File: src/core/cawr_consts.vh
// Register map, field positions and reset values of the acquisition window block
`ifndef CAWR_CONSTS_VH
`define CAWR_CONSTS_VH

// Register byte offsets
`define CAWR_OFF_CTRL 8'h00
`define CAWR_OFF_FRAMES 8'h04
`define CAWR_OFF_WIN_H 8'h08
`define CAWR_OFF_WIN_V 8'h0c
`define CAWR_OFF_ROI_H 8'h10
`define CAWR_OFF_ROI_V 8'h14
`define CAWR_OFF_TRIG 8'h18
`define CAWR_OFF_TDIO 8'h1c
`define CAWR_OFF_PG_HIGH 8'h20
`define CAWR_OFF_PG_PERIOD 8'h24
`define CAWR_OFF_PG_CTRL 8'h28
`define CAWR_OFF_STATUS 8'h2c

// Field positions
`define CAWR_CTRL_START 0
`define CAWR_CTRL_ABORT 1
`define CAWR_CTRL_CCSEL_LO 4
`define CAWR_PG_GO 16
`define CAWR_PG_ROUTE 17
`define CAWR_PG_LINE_LO 18
`define CAWR_ST_OVF 3

// Reset values
`define CAWR_RST_FRAMES 16'h0001
`define CAWR_RST_START 16'h0000
`define CAWR_RST_COUNT 16'hffff
`define CAWR_RST_PG_HIGH 16'h0001
`define CAWR_RST_PG_PERIOD 16'h0002

`endif

File: src/core/cawr_fifo.v
// Small synchronous FIFO with registered read side
`default_nettype none

module cawr_fifo #(
    parameter WIDTH = 25,
    parameter DEPTH = 8,
    parameter AW = 3
) (
    // Clock and reset
    input wire pclk,
    input wire presetn,
    // Fill side
    input wire wr_valid,
    input wire [WIDTH-1:0] wr_data,
    output wire wr_ready,
    // Drain side
    output reg rd_valid,
    output reg [WIDTH-1:0] rd_data,
    input wire rd_ready
);

    reg [WIDTH-1:0] mem [0:DEPTH-1];
    reg [AW-1:0] wptr;
    reg [AW-1:0] rptr;
    reg [AW:0] count;
    wire push;
    wire pop;

    // Full stalls the writer; pop refills the output register
    assign wr_ready = (count != DEPTH[AW:0]);
    assign push = wr_valid & wr_ready;
    assign pop = (count != {(AW+1){1'b0}}) & (~rd_valid | rd_ready);

    // Storage array has no reset; pointers, level and output register do
    always @(posedge pclk) begin
        if (push) begin
            mem[wptr] <= wr_data;
        end
    end

    // Pointers, level and output register
    always @(posedge pclk or negedge presetn) begin
        if (!presetn) begin
            wptr <= {AW{1'b0}};
            rptr <= {AW{1'b0}};
            count <= {(AW+1){1'b0}};
            rd_valid <= 1'b0;
            rd_data <= {WIDTH{1'b0}};
        end else begin
            if (push) begin
                wptr <= (wptr == DEPTH[AW-1:0] - 1'b1) ? {AW{1'b0}} : wptr + 1'b1;
            end
            if (pop) begin
                rptr <= (rptr == DEPTH[AW-1:0] - 1'b1) ? {AW{1'b0}} : rptr + 1'b1;
                rd_data <= mem[rptr];
                rd_valid <= 1'b1;
            end else if (rd_ready) begin
                rd_valid <= 1'b0;
                rd_data <= {WIDTH{1'b0}};
            end
            count <= count + {{AW{1'b0}}, push} - {{AW{1'b0}}, pop};
        end
    end

endmodule // cawr_fifo

`default_nettype wire

File: src/core/cawr_top.v
// Camera port acquisition window, region of interest, start and trigger control
// Function
// Horizontal window: first pixel and pixel count from line-valid assertion.
// Vertical window: first line and line count from frame-valid assertion.
// Nested pixel/line start and count define region of interest in window.
// Only pixels inside region of interest are stored.
// Only qualified pixels are forwarded to the tap formatter stage.
// Region selection applies on every line and every frame acquired.
// Software start with programmable frame count, single or finite sequence.
// Enabled trigger line, external or bus, may start acquisition.
// Each trigger input selects rising or falling starting edge.
// Per-port counter pulse generator makes single pulses or pulse trains.
// Pulse output routable to a selected trigger line driving camera control.
// Selected pixels handed to host transfer logic for system memory.
// Trigger lines shared by ports; latest assignment from either wins.
// Each trigger line drivable asserted or deasserted as digital output.
// Counters restart on line/frame valid; qualify stops at programmed count.
//
// The address map and the APB slave port were decided locally.
`include "cawr_consts.vh"
`default_nettype none

module cawr_top #(
    parameter NTRIG = 8,
    parameter DW = 24,
    parameter FIFO_DEPTH = 8
) (
    // Clock and reset
    input wire pclk,
    input wire presetn,
    // APB slave
    input wire psel,
    input wire penable,
    input wire pwrite,
    input wire [7:0] paddr,
    input wire [31:0] pwdata,
    output reg [31:0] prdata,
    output reg pready,
    output reg pslverr,
    // Camera link side
    input wire cam_clk,
    input wire cam_fval,
    input wire cam_lval,
    input wire [DW-1:0] cam_data,
    output reg cam_ctrl,
    // Shared trigger lines
    input wire [NTRIG-1:0] trig_in,
    output reg [NTRIG-1:0] trig_out,
    output reg [NTRIG-1:0] trig_oe_n,
    // Assignments from the peer port
    input wire peer_set,
    input wire [2:0] peer_line,
    input wire peer_level,
    input wire peer_drive,
    // Pixel stream to host transfer logic
    output wire px_valid,
    output wire [DW-1:0] px_data,
    output wire px_first,
    input wire px_ready
);

    localparam ST_IDLE = 2'b00;
    localparam ST_WAIT = 2'b01;
    localparam ST_CAPT = 2'b10;

    // Configuration and status registers
    reg [2:0] ccsel;
    reg [15:0] frames;
    reg [15:0] wh_start, wh_cnt, wv_start, wv_cnt;
    reg [15:0] rh_start, rh_cnt, rv_start, rv_cnt;
    reg [NTRIG-1:0] trig_en, trig_fall, line_lvl, line_drv;
    reg [15:0] pg_high, pg_period, pg_count;
    reg pg_route;
    reg [2:0] pg_line;
    reg ovf;
    reg [15:0] frames_done;
    reg [1:0] state;

    // Synchronisers and sampled video
    reg s1_clk, s2_clk, clk_d;
    reg s1_fv, s2_fv, s1_lv, s2_lv;
    reg [DW-1:0] s1_dat, s2_dat;
    reg [NTRIG-1:0] s1_trg, s2_trg, trg_d;
    reg fval_q, lval_q;
    reg [15:0] pix_cnt, line_cnt, frames_left;
    reg first_pend;

    // Pulse generator
    reg [15:0] pg_cyc, pg_left;
    reg pg_run, pulse;

    wire wr_en = psel & penable & pready & pwrite;
    wire rd_en = psel & penable & ~pready;
    wire sw_start = wr_en & (paddr == `CAWR_OFF_CTRL) & pwdata[`CAWR_CTRL_START];
    wire sw_abort = wr_en & (paddr == `CAWR_OFF_CTRL) & pwdata[`CAWR_CTRL_ABORT];
    wire pg_go = wr_en & (paddr == `CAWR_OFF_PG_CTRL) & pwdata[`CAWR_PG_GO];

    // Window or region hit: index inside [start, start+count)
    function hit;
        input [15:0] idx, start, cnt;
        reg [15:0] rel;
        begin
            rel = idx - start;
            hit = (idx >= start) && (rel < cnt);
        end
    endfunction

    // Link clock, enables, data and triggers all cross into pclk
    always @(posedge pclk or negedge presetn) begin
        if (!presetn) begin
            {s1_clk, s2_clk, clk_d, s1_fv, s2_fv, s1_lv, s2_lv} <= 7'h00;
            s1_dat <= {DW{1'b0}};
            s2_dat <= {DW{1'b0}};
            s1_trg <= {NTRIG{1'b0}};
            s2_trg <= {NTRIG{1'b0}};
            trg_d <= {NTRIG{1'b0}};
        end else begin
            s1_clk <= cam_clk;
            s2_clk <= s1_clk;
            clk_d <= s2_clk;
            s1_fv <= cam_fval;
            s2_fv <= s1_fv;
            s1_lv <= cam_lval;
            s2_lv <= s1_lv;
            s1_dat <= cam_data;
            s2_dat <= s1_dat;
            s1_trg <= trig_in;
            s2_trg <= s1_trg;
            trg_d <= s2_trg;
        end
    end

    // Pixel strobe on each rising edge of the camera clock
    wire px_stb = s2_clk & ~clk_d;
    wire fv_rise = s2_fv & ~fval_q;
    wire fv_fall = ~s2_fv & fval_q;
    wire lv_rise = s2_lv & ~lval_q;
    wire [15:0] pix_idx = lv_rise ? 16'h0000 : pix_cnt;
    wire [15:0] line_idx = fv_rise ? 16'h0000 : line_cnt;

    // Selected edge on any enabled trigger input
    wire [NTRIG-1:0] trg_hit;
    genvar g;
    generate
        for (g = 0; g < NTRIG; g = g + 1) begin : g_trg
            assign trg_hit[g] = trig_en[g] & (trig_fall[g] ? (trg_d[g] & ~s2_trg[g])
                : (~trg_d[g] & s2_trg[g]));
        end
    endgenerate
    wire trig_start = |trg_hit;

    // Pixel qualification: window, then nested region inside it
    wire in_win = hit(pix_idx, wh_start, wh_cnt) & hit(line_idx, wv_start, wv_cnt);
    wire in_roi = hit(pix_idx - wh_start, rh_start, rh_cnt)
        & hit(line_idx - wv_start, rv_start, rv_cnt);
    wire capt_now = (state == ST_CAPT) | ((state == ST_WAIT) & fv_rise);
    wire qual = px_stb & capt_now & s2_fv & s2_lv & in_win & in_roi;
    wire fifo_ready;

    // Camera cannot be stalled: a full FIFO drops and flags overflow
    cawr_fifo #(
        .WIDTH(DW + 1),
        .DEPTH(FIFO_DEPTH),
        .AW(3)
    ) u_fifo (
        .pclk(pclk),
        .presetn(presetn),
        .wr_valid(qual),
        .wr_data({first_pend, s2_dat}),
        .wr_ready(fifo_ready),
        .rd_valid(px_valid),
        .rd_data({px_first, px_data}),
        .rd_ready(px_ready)
    );

    // Pixel and line counters, reloaded on every valid assertion
    always @(posedge pclk or negedge presetn) begin
        if (!presetn) begin
            fval_q <= 1'b0;
            lval_q <= 1'b0;
            pix_cnt <= 16'h0000;
            line_cnt <= 16'h0000;
        end else if (px_stb) begin
            fval_q <= s2_fv;
            lval_q <= s2_lv;
            if (s2_lv && pix_idx != 16'hffff) begin
                pix_cnt <= pix_idx + 16'h0001;
            end
            if (fv_rise) begin
                line_cnt <= 16'h0000;
            end else if (lval_q && !s2_lv && s2_fv && line_cnt != 16'hffff) begin
                line_cnt <= line_cnt + 16'h0001;
            end
        end
    end

    // Acquisition sequencer: software or trigger start, frame count with zero meaning endless
    always @(posedge pclk or negedge presetn) begin
        if (!presetn) begin
            state <= ST_IDLE;
            frames_left <= 16'h0000;
            frames_done <= 16'h0000;
            first_pend <= 1'b0;
        end else begin
            if (qual) begin
                first_pend <= 1'b0;
            end
            case (state)
                ST_IDLE: begin
                    if (sw_start || trig_start) begin
                        state <= ST_WAIT;
                        frames_left <= frames;
                        frames_done <= 16'h0000;
                    end
                end
                ST_WAIT: begin
                    if (sw_abort) begin
                        state <= ST_IDLE;
                    end else if (px_stb && fv_rise) begin
                        state <= ST_CAPT;
                        first_pend <= ~qual;
                    end
                end
                ST_CAPT: begin
                    if (sw_abort) begin
                        state <= ST_IDLE;
                    end else if (px_stb && fv_fall) begin
                        frames_done <= frames_done + 16'h0001;
                        if (frames_left == 16'h0001) begin
                            state <= ST_IDLE;
                        end else begin
                            state <= ST_WAIT;
                            if (frames_left != 16'h0000) begin
                                frames_left <= frames_left - 16'h0001;
                            end
                        end
                    end
                end
                default: state <= ST_IDLE;
            endcase
        end
    end

    // Pulse generator: high for pg_high cycles of every pg_period
    always @(posedge pclk or negedge presetn) begin
        if (!presetn) begin
            pg_run <= 1'b0;
            pg_cyc <= 16'h0000;
            pg_left <= 16'h0000;
            pulse <= 1'b0;
        end else if (pg_go) begin
            pg_run <= 1'b1;
            pg_cyc <= 16'h0000;
            pg_left <= pwdata[15:0];
            pulse <= 1'b1;
        end else if (pg_run) begin
            if (pg_cyc + 16'h0001 >= pg_period) begin
                pg_cyc <= 16'h0000;
                // Count of zero means an endless train
                if (pg_left == 16'h0001) begin
                    pg_run <= 1'b0;
                    pg_left <= 16'h0000;
                    pulse <= 1'b0;
                end else begin
                    pulse <= 1'b1;
                    if (pg_left != 16'h0000) begin
                        pg_left <= pg_left - 16'h0001;
                    end
                end
            end else begin
                pg_cyc <= pg_cyc + 16'h0001;
                pulse <= (pg_cyc + 16'h0001 < pg_high);
            end
        end else begin
            pulse <= 1'b0;
        end
    end

    // Register writes; peer assignment after ours so the latest one wins
    always @(posedge pclk or negedge presetn) begin
        if (!presetn) begin
            ccsel <= 3'h0;
            frames <= `CAWR_RST_FRAMES;
            wh_start <= `CAWR_RST_START;
            wh_cnt <= `CAWR_RST_COUNT;
            wv_start <= `CAWR_RST_START;
            wv_cnt <= `CAWR_RST_COUNT;
            rh_start <= `CAWR_RST_START;
            rh_cnt <= `CAWR_RST_COUNT;
            rv_start <= `CAWR_RST_START;
            rv_cnt <= `CAWR_RST_COUNT;
            trig_en <= {NTRIG{1'b0}};
            trig_fall <= {NTRIG{1'b0}};
            line_lvl <= {NTRIG{1'b0}};
            line_drv <= {NTRIG{1'b0}};
            pg_high <= `CAWR_RST_PG_HIGH;
            pg_period <= `CAWR_RST_PG_PERIOD;
            pg_route <= 1'b0;
            pg_line <= 3'h0;
            ovf <= 1'b0;
        end else begin
            if (wr_en) begin
                case (paddr)
                    `CAWR_OFF_CTRL: ccsel <= pwdata[`CAWR_CTRL_CCSEL_LO +: 3];
                    `CAWR_OFF_FRAMES: frames <= pwdata[15:0];
                    `CAWR_OFF_WIN_H: {wh_cnt, wh_start} <= pwdata;
                    `CAWR_OFF_WIN_V: {wv_cnt, wv_start} <= pwdata;
                    `CAWR_OFF_ROI_H: {rh_cnt, rh_start} <= pwdata;
                    `CAWR_OFF_ROI_V: {rv_cnt, rv_start} <= pwdata;
                    `CAWR_OFF_TRIG: {trig_fall, trig_en} <= pwdata[15:0];
                    `CAWR_OFF_TDIO: {line_drv, line_lvl} <= pwdata[15:0];
                    `CAWR_OFF_PG_HIGH: pg_high <= pwdata[15:0];
                    `CAWR_OFF_PG_PERIOD: pg_period <= pwdata[15:0];
                    `CAWR_OFF_PG_CTRL: begin
                        pg_route <= pwdata[`CAWR_PG_ROUTE];
                        pg_line <= pwdata[`CAWR_PG_LINE_LO +: 3];
                    end
                    `CAWR_OFF_STATUS: begin
                        if (pwdata[`CAWR_ST_OVF]) begin
                            ovf <= 1'b0;
                        end
                    end
                    default: ovf <= ovf;
                endcase
            end
            if (peer_set) begin
                line_lvl[peer_line] <= peer_level;
                line_drv[peer_line] <= peer_drive;
            end
            // Drop on a full FIFO beats a clear in the same cycle
            if (qual && !fifo_ready) begin
                ovf <= 1'b1;
            end
        end
    end

    // Line drivers: routed pulse overrides the static level of its line
    reg [NTRIG-1:0] next_trig_out, next_trig_oe_n;
    integer i;
    always @* begin
        for (i = 0; i < NTRIG; i = i + 1) begin
            if (pg_route && pg_line == i[2:0]) begin
                next_trig_out[i] = pulse;
                next_trig_oe_n[i] = 1'b0;
            end else begin
                next_trig_out[i] = line_lvl[i];
                next_trig_oe_n[i] = ~line_drv[i];
            end
        end
    end

    // Read mux; unmapped offsets answer with an error
    reg [31:0] next_rdata;
    reg next_err;
    always @* begin
        next_err = 1'b0;
        case (paddr)
            `CAWR_OFF_CTRL: next_rdata = {25'h0, ccsel, 4'h0};
            `CAWR_OFF_FRAMES: next_rdata = {16'h0, frames};
            `CAWR_OFF_WIN_H: next_rdata = {wh_cnt, wh_start};
            `CAWR_OFF_WIN_V: next_rdata = {wv_cnt, wv_start};
            `CAWR_OFF_ROI_H: next_rdata = {rh_cnt, rh_start};
            `CAWR_OFF_ROI_V: next_rdata = {rv_cnt, rv_start};
            `CAWR_OFF_TRIG: next_rdata = {16'h0, trig_fall, trig_en};
            `CAWR_OFF_TDIO: next_rdata = {8'h0, s2_trg, line_drv, line_lvl};
            `CAWR_OFF_PG_HIGH: next_rdata = {16'h0, pg_high};
            `CAWR_OFF_PG_PERIOD: next_rdata = {16'h0, pg_period};
            `CAWR_OFF_PG_CTRL: next_rdata = {11'h0, pg_line, pg_route, 1'b0, pg_left};
            `CAWR_OFF_STATUS: next_rdata = {frames_done, 12'h0, ovf, pulse, state};
            default: begin
                next_rdata = 32'h0000_0000;
                next_err = 1'b1;
            end
        endcase
    end

    // One wait state: answer registered in the first access cycle
    always @(posedge pclk or negedge presetn) begin
        if (!presetn) begin
            pready <= 1'b0;
            pslverr <= 1'b0;
            prdata <= 32'h0000_0000;
            trig_out <= {NTRIG{1'b0}};
            trig_oe_n <= {NTRIG{1'b1}};
            cam_ctrl <= 1'b0;
        end else begin
            pready <= psel & penable & ~pready;
            pslverr <= psel & penable & ~pready & next_err;
            if (rd_en && !pwrite) begin
                prdata <= next_rdata;
            end
            trig_out <= next_trig_out;
            trig_oe_n <= next_trig_oe_n;
            // Selected line, as driven or as seen, feeds the camera control
            cam_ctrl <= next_trig_oe_n[ccsel] ? s2_trg[ccsel] : next_trig_out[ccsel];
        end
    end

endmodule // cawr_top

`default_nettype wire

File: config.mk
export PLATFORM = sky130hd
export DESIGN_NAME = cawr_top
export DESIGN_NICKNAME = d
export VERILOG_FILES = /design/src/core/cawr_fifo.v /design/src/core/cawr_top.v
export VERILOG_INCLUDE_DIRS = /design/src /design/src/core
export SDC_FILE = /design/constraint.sdc
export NUM_CORES = 1
export LEC_CHECK = 0
export BUFFER_PORTS_ARGS = -buffer_cell sky130_fd_sc_hd__buf_2
export CORE_MARGIN = 2
export CORE_UTILIZATION = 56
export DETAILED_ROUTE_END_ITERATION = 10
export PLACE_DENSITY = 0.85
export SLEW_MARGIN = 20
export SYNTH_ARGS = -nofsm -noshare
export SYNTH_HDL_FRONTEND = slang
export SYNTH_HIERARCHICAL = 1
export SYNTH_SLANG_ARGS = --single-unit
File: constraint.sdc
create_clock -name pclk -period 9.6 [get_ports pclk]
set_input_delay 1.44 -clock pclk [delete_from_list [all_inputs] [get_ports pclk]]
set_output_delay 1.44 -clock pclk [all_outputs]
set_load 0.01 [all_outputs]
==> out/results.txt <==
M3 GR Usage: 8.76%
r2r endpoint: u_fifo/count[2]
Max Root-Sink Buffers: 3
# setup viols final: 0
hold_buf cts: 0
Syn Inst Count: 2,990
Placer Congestion: 0.958
Hold Path Depth: 0
Mean Syn Cell Area: 11.6 um2
total number of vias: 26,300
CP max stage delay: 0.62 ns
Overflow after GRT: 0
Reg area: 18,200 um2
Hold Startpoint: s1_dat[2]
CP max-delay cell: or4b_2
critical path type: flip-flop to flip-flop
Core Rows: 91
crit share post-route: 93.8%
hpwl dp: 70,500 um
pwr dens: 227 nW/um2
setup TNS: 0 ns
status: finished clean
# IOs: 164
DRC: 0
CP Max Fanout: 17
top-count cell post-synth: dfrtp_1
CTS Root Cell: clkbuf_16
largest net degree at the start of global routing: 176
number of port buffers: 163
reg2reg start: s2_fv
Critical Path Sink Type: flip-flop
worst skew pair latency: 0.65 ns
cell area after layout: 38,900 um2
die height: 253 um
Area after DPL: 36,300 um2
share of cells above drive strength 1: 21.2%
vias in the first global route: 25,800
Synth top cells by count: dfrtp_1 (410), inv_1 (226), mux2_2 (211)
top_reg_cell synth: dfrtp_1
Worst Hold Class: flip-flop to flip-flop
Cell Area, Synth: 34,700 um2
vias per inst: 6.61
top cell type's share of synthesized area: 29.5%
Worst Reg-to-Reg Cells: 31
CTS tree: yes
worst IR drop on VDD: 136 uV
Cell Count, Final, Fillers Out: 3,976
final setup skew: 0.0372 ns
Routed WL: 103,000 um
most used cell, CP: ha_1
Area Overhead vs Synth: 11.9%
flops & latches, synth: 685
final worst path period need: 9.01 ns
Die Wd: 253 um
Slew Viols, Final: 0
Area contributors post-synth: dfrtp_1 (30%), edfxtp_1 (17%), mux2_2 (6.8%)
fmax: 111 MHz
overall routing resource usage: 32.0%
H-Tree Depth: 3
worst-margin pin slew: 1.23 ns
Worst EP arrival: 9.53 ns
FFs w/ async S/R, synth: 70.8%
unrepaired setup endpoints after global routing: false
drt pass-1 iters: 9
Starting DRT DRC Count: 3,269
Starting Density: 56.5%
placed cell count: 3,843
synth unique cells: 100
Multi-input gate area: 15,100 um2
YS warnings: 6
worst hold endpoint: s2_dat[2]
r2r setup slk: 0.59 ns
Startpoint Class: flip-flop
Die Footprint: 64,000 um2
Yosys top cell by area: dfrtp_1
final core utilization: 63.3%
first-pass GRT wire length: 154,000 um
most used routing layer: met2
Synth Net Count: 3,255
hold_ws: 0.346 ns
relative slew slack: 15.6%
final net count: 3,392
met1 Use GR: 39.4%
Num CTS Buffers: 72
antenna violations before repair: 10
met2 GRT Util: 50.1%
core area: 61,500 um2
clock sink count: 685
sequential element share of the synthesized area: 52.5%
Filler cells: 4,508
Clk pin slew, worst setup/hold paths: 0.06 ns
Final Hold Viols: 0
Final ANT Viol Nets: 0
Max-cap violations: 0
WL per Instance: 25.9 um
Post-synth EDFFs: 200
Worst EP required: 10.12 ns
LEAKAGE: 16.5 nW
## kinds of logic after synthesis
logic type	count (synthesis)	synth area share (%)
xor gates and xnor gates	87	2.19
muxes	329	11.3
AOI/OAI and AO/OA	655	13.2
buffers and inverters	365	4.18
adders and majority gates	178	6.52
and+or+nand+nor	691	10.1
DFF	685	52.5
## critical path: cells and delay by family (launching register included)
family                     cells  cell delay (ns)
AOI/OAI and AO/OA             10             2.36
adders and majority gates      6             1.97
buffers and inverters          1             0.04
DFF                            1             0.54
xor gates and xnor gates       2             0.37
and+or+nand+nor               12             3.60
## sequential cells by signal, indices dropped and copies added (netlist names), 24 cells and up
signal,count
s1_dat,24
u_fifo/mem,200
prdata,32
u_fifo/rd_data,25
s2_dat,24
## worst max-delay path by stage
| stage | cells past startpoint | slack [ns] | to | startpoint |
|---|---|---|---|---|
| finish | 31 | 0.59 | u_fifo/count[2] | s2_fv |
| global route | 32 | 0.03 | u_fifo/count[3] | s2_fv |
| CTS | 31 | 0.63 | u_fifo/count[2] | s2_fv |
| detailed placement | 31 | 0.76 | u_fifo/count[2] | s2_fv |
| global placement | 33 | 0.89 | u_fifo/count[2] | lval_q |
| floorplan | 28 | 0.21 | u_fifo/mem[0][0] | lval_q |
## metrics by stage
stage               power [mW]  setup slack, ns
floorplan                 5.09            0.206
global placement          5.71            0.891
detailed placement        5.79            0.760
CTS                       8.81            0.634
global route              9.19           0.0295
finish                    8.83            0.594
## routing by layer
metal  wire length (um)  part of all wire, %  vias up
li1                   -                    -    11300
met1              37600                   37    12900
met2              46800                   45     1651
met4               7230                  7.0       14
met5                 80                0.078        -
met3              11300                   11      428
## placed cells by master, fill, tap and decap left out, drive strengths merged, types with 17 or more instances in the layout
master,instances
dfrtp,410
inv,230
mux2,229
buf,201
edfxtp,200
nor2,195
ha,173
nand2,161
a21oi,114
o21ai,111
clkbuf,100
a22oi,76
dfstp,75
mux2i,71
nand3,54
xnor2,51
a31oi,49
a21o,46
a221oi,44
nand2b,41
nand4,39
nor3,39
xor2,36
mux4,29
and2,29
a22o,26
o22ai,25
and3,23
o21a,21
nor4,20
a32o,19
nor2b,19
a211oi,17
clkinv,17
## power by group
part / leakage (nW) / switching [mW] / total (mW) / internal, mW
Combinational: 7.40 / 1.37 / 2.35 / 0.973
Sequential: 7.83 / 0.268 / 3.49 / 3.22
Clock: 1.24 / 1.21 / 2.99 / 1.78
Total: 16.5 / 2.85 / 8.83 / 5.98
## layout make-up
type / count / share of cell area [%]
clock inverter: 30 / 1.22
inverter: 227 / 2.19
timing repair buffer: 201 / 2.93
clock buffer: 100 / 5.30
multi-input combinational: 1940 / 38.9
sequential: 685 / 46.9
tap: 790 / 2.54
antenna: 3 / 0.0193
## repair_timing
item | 4_1_cts | 5_1_grt
endpoints found under the setup margin | 0 | 3
setup buffers | 0 | 0
resized for setup | 0 | 2
No activity file was read; power rests on OpenSTA's default activity.
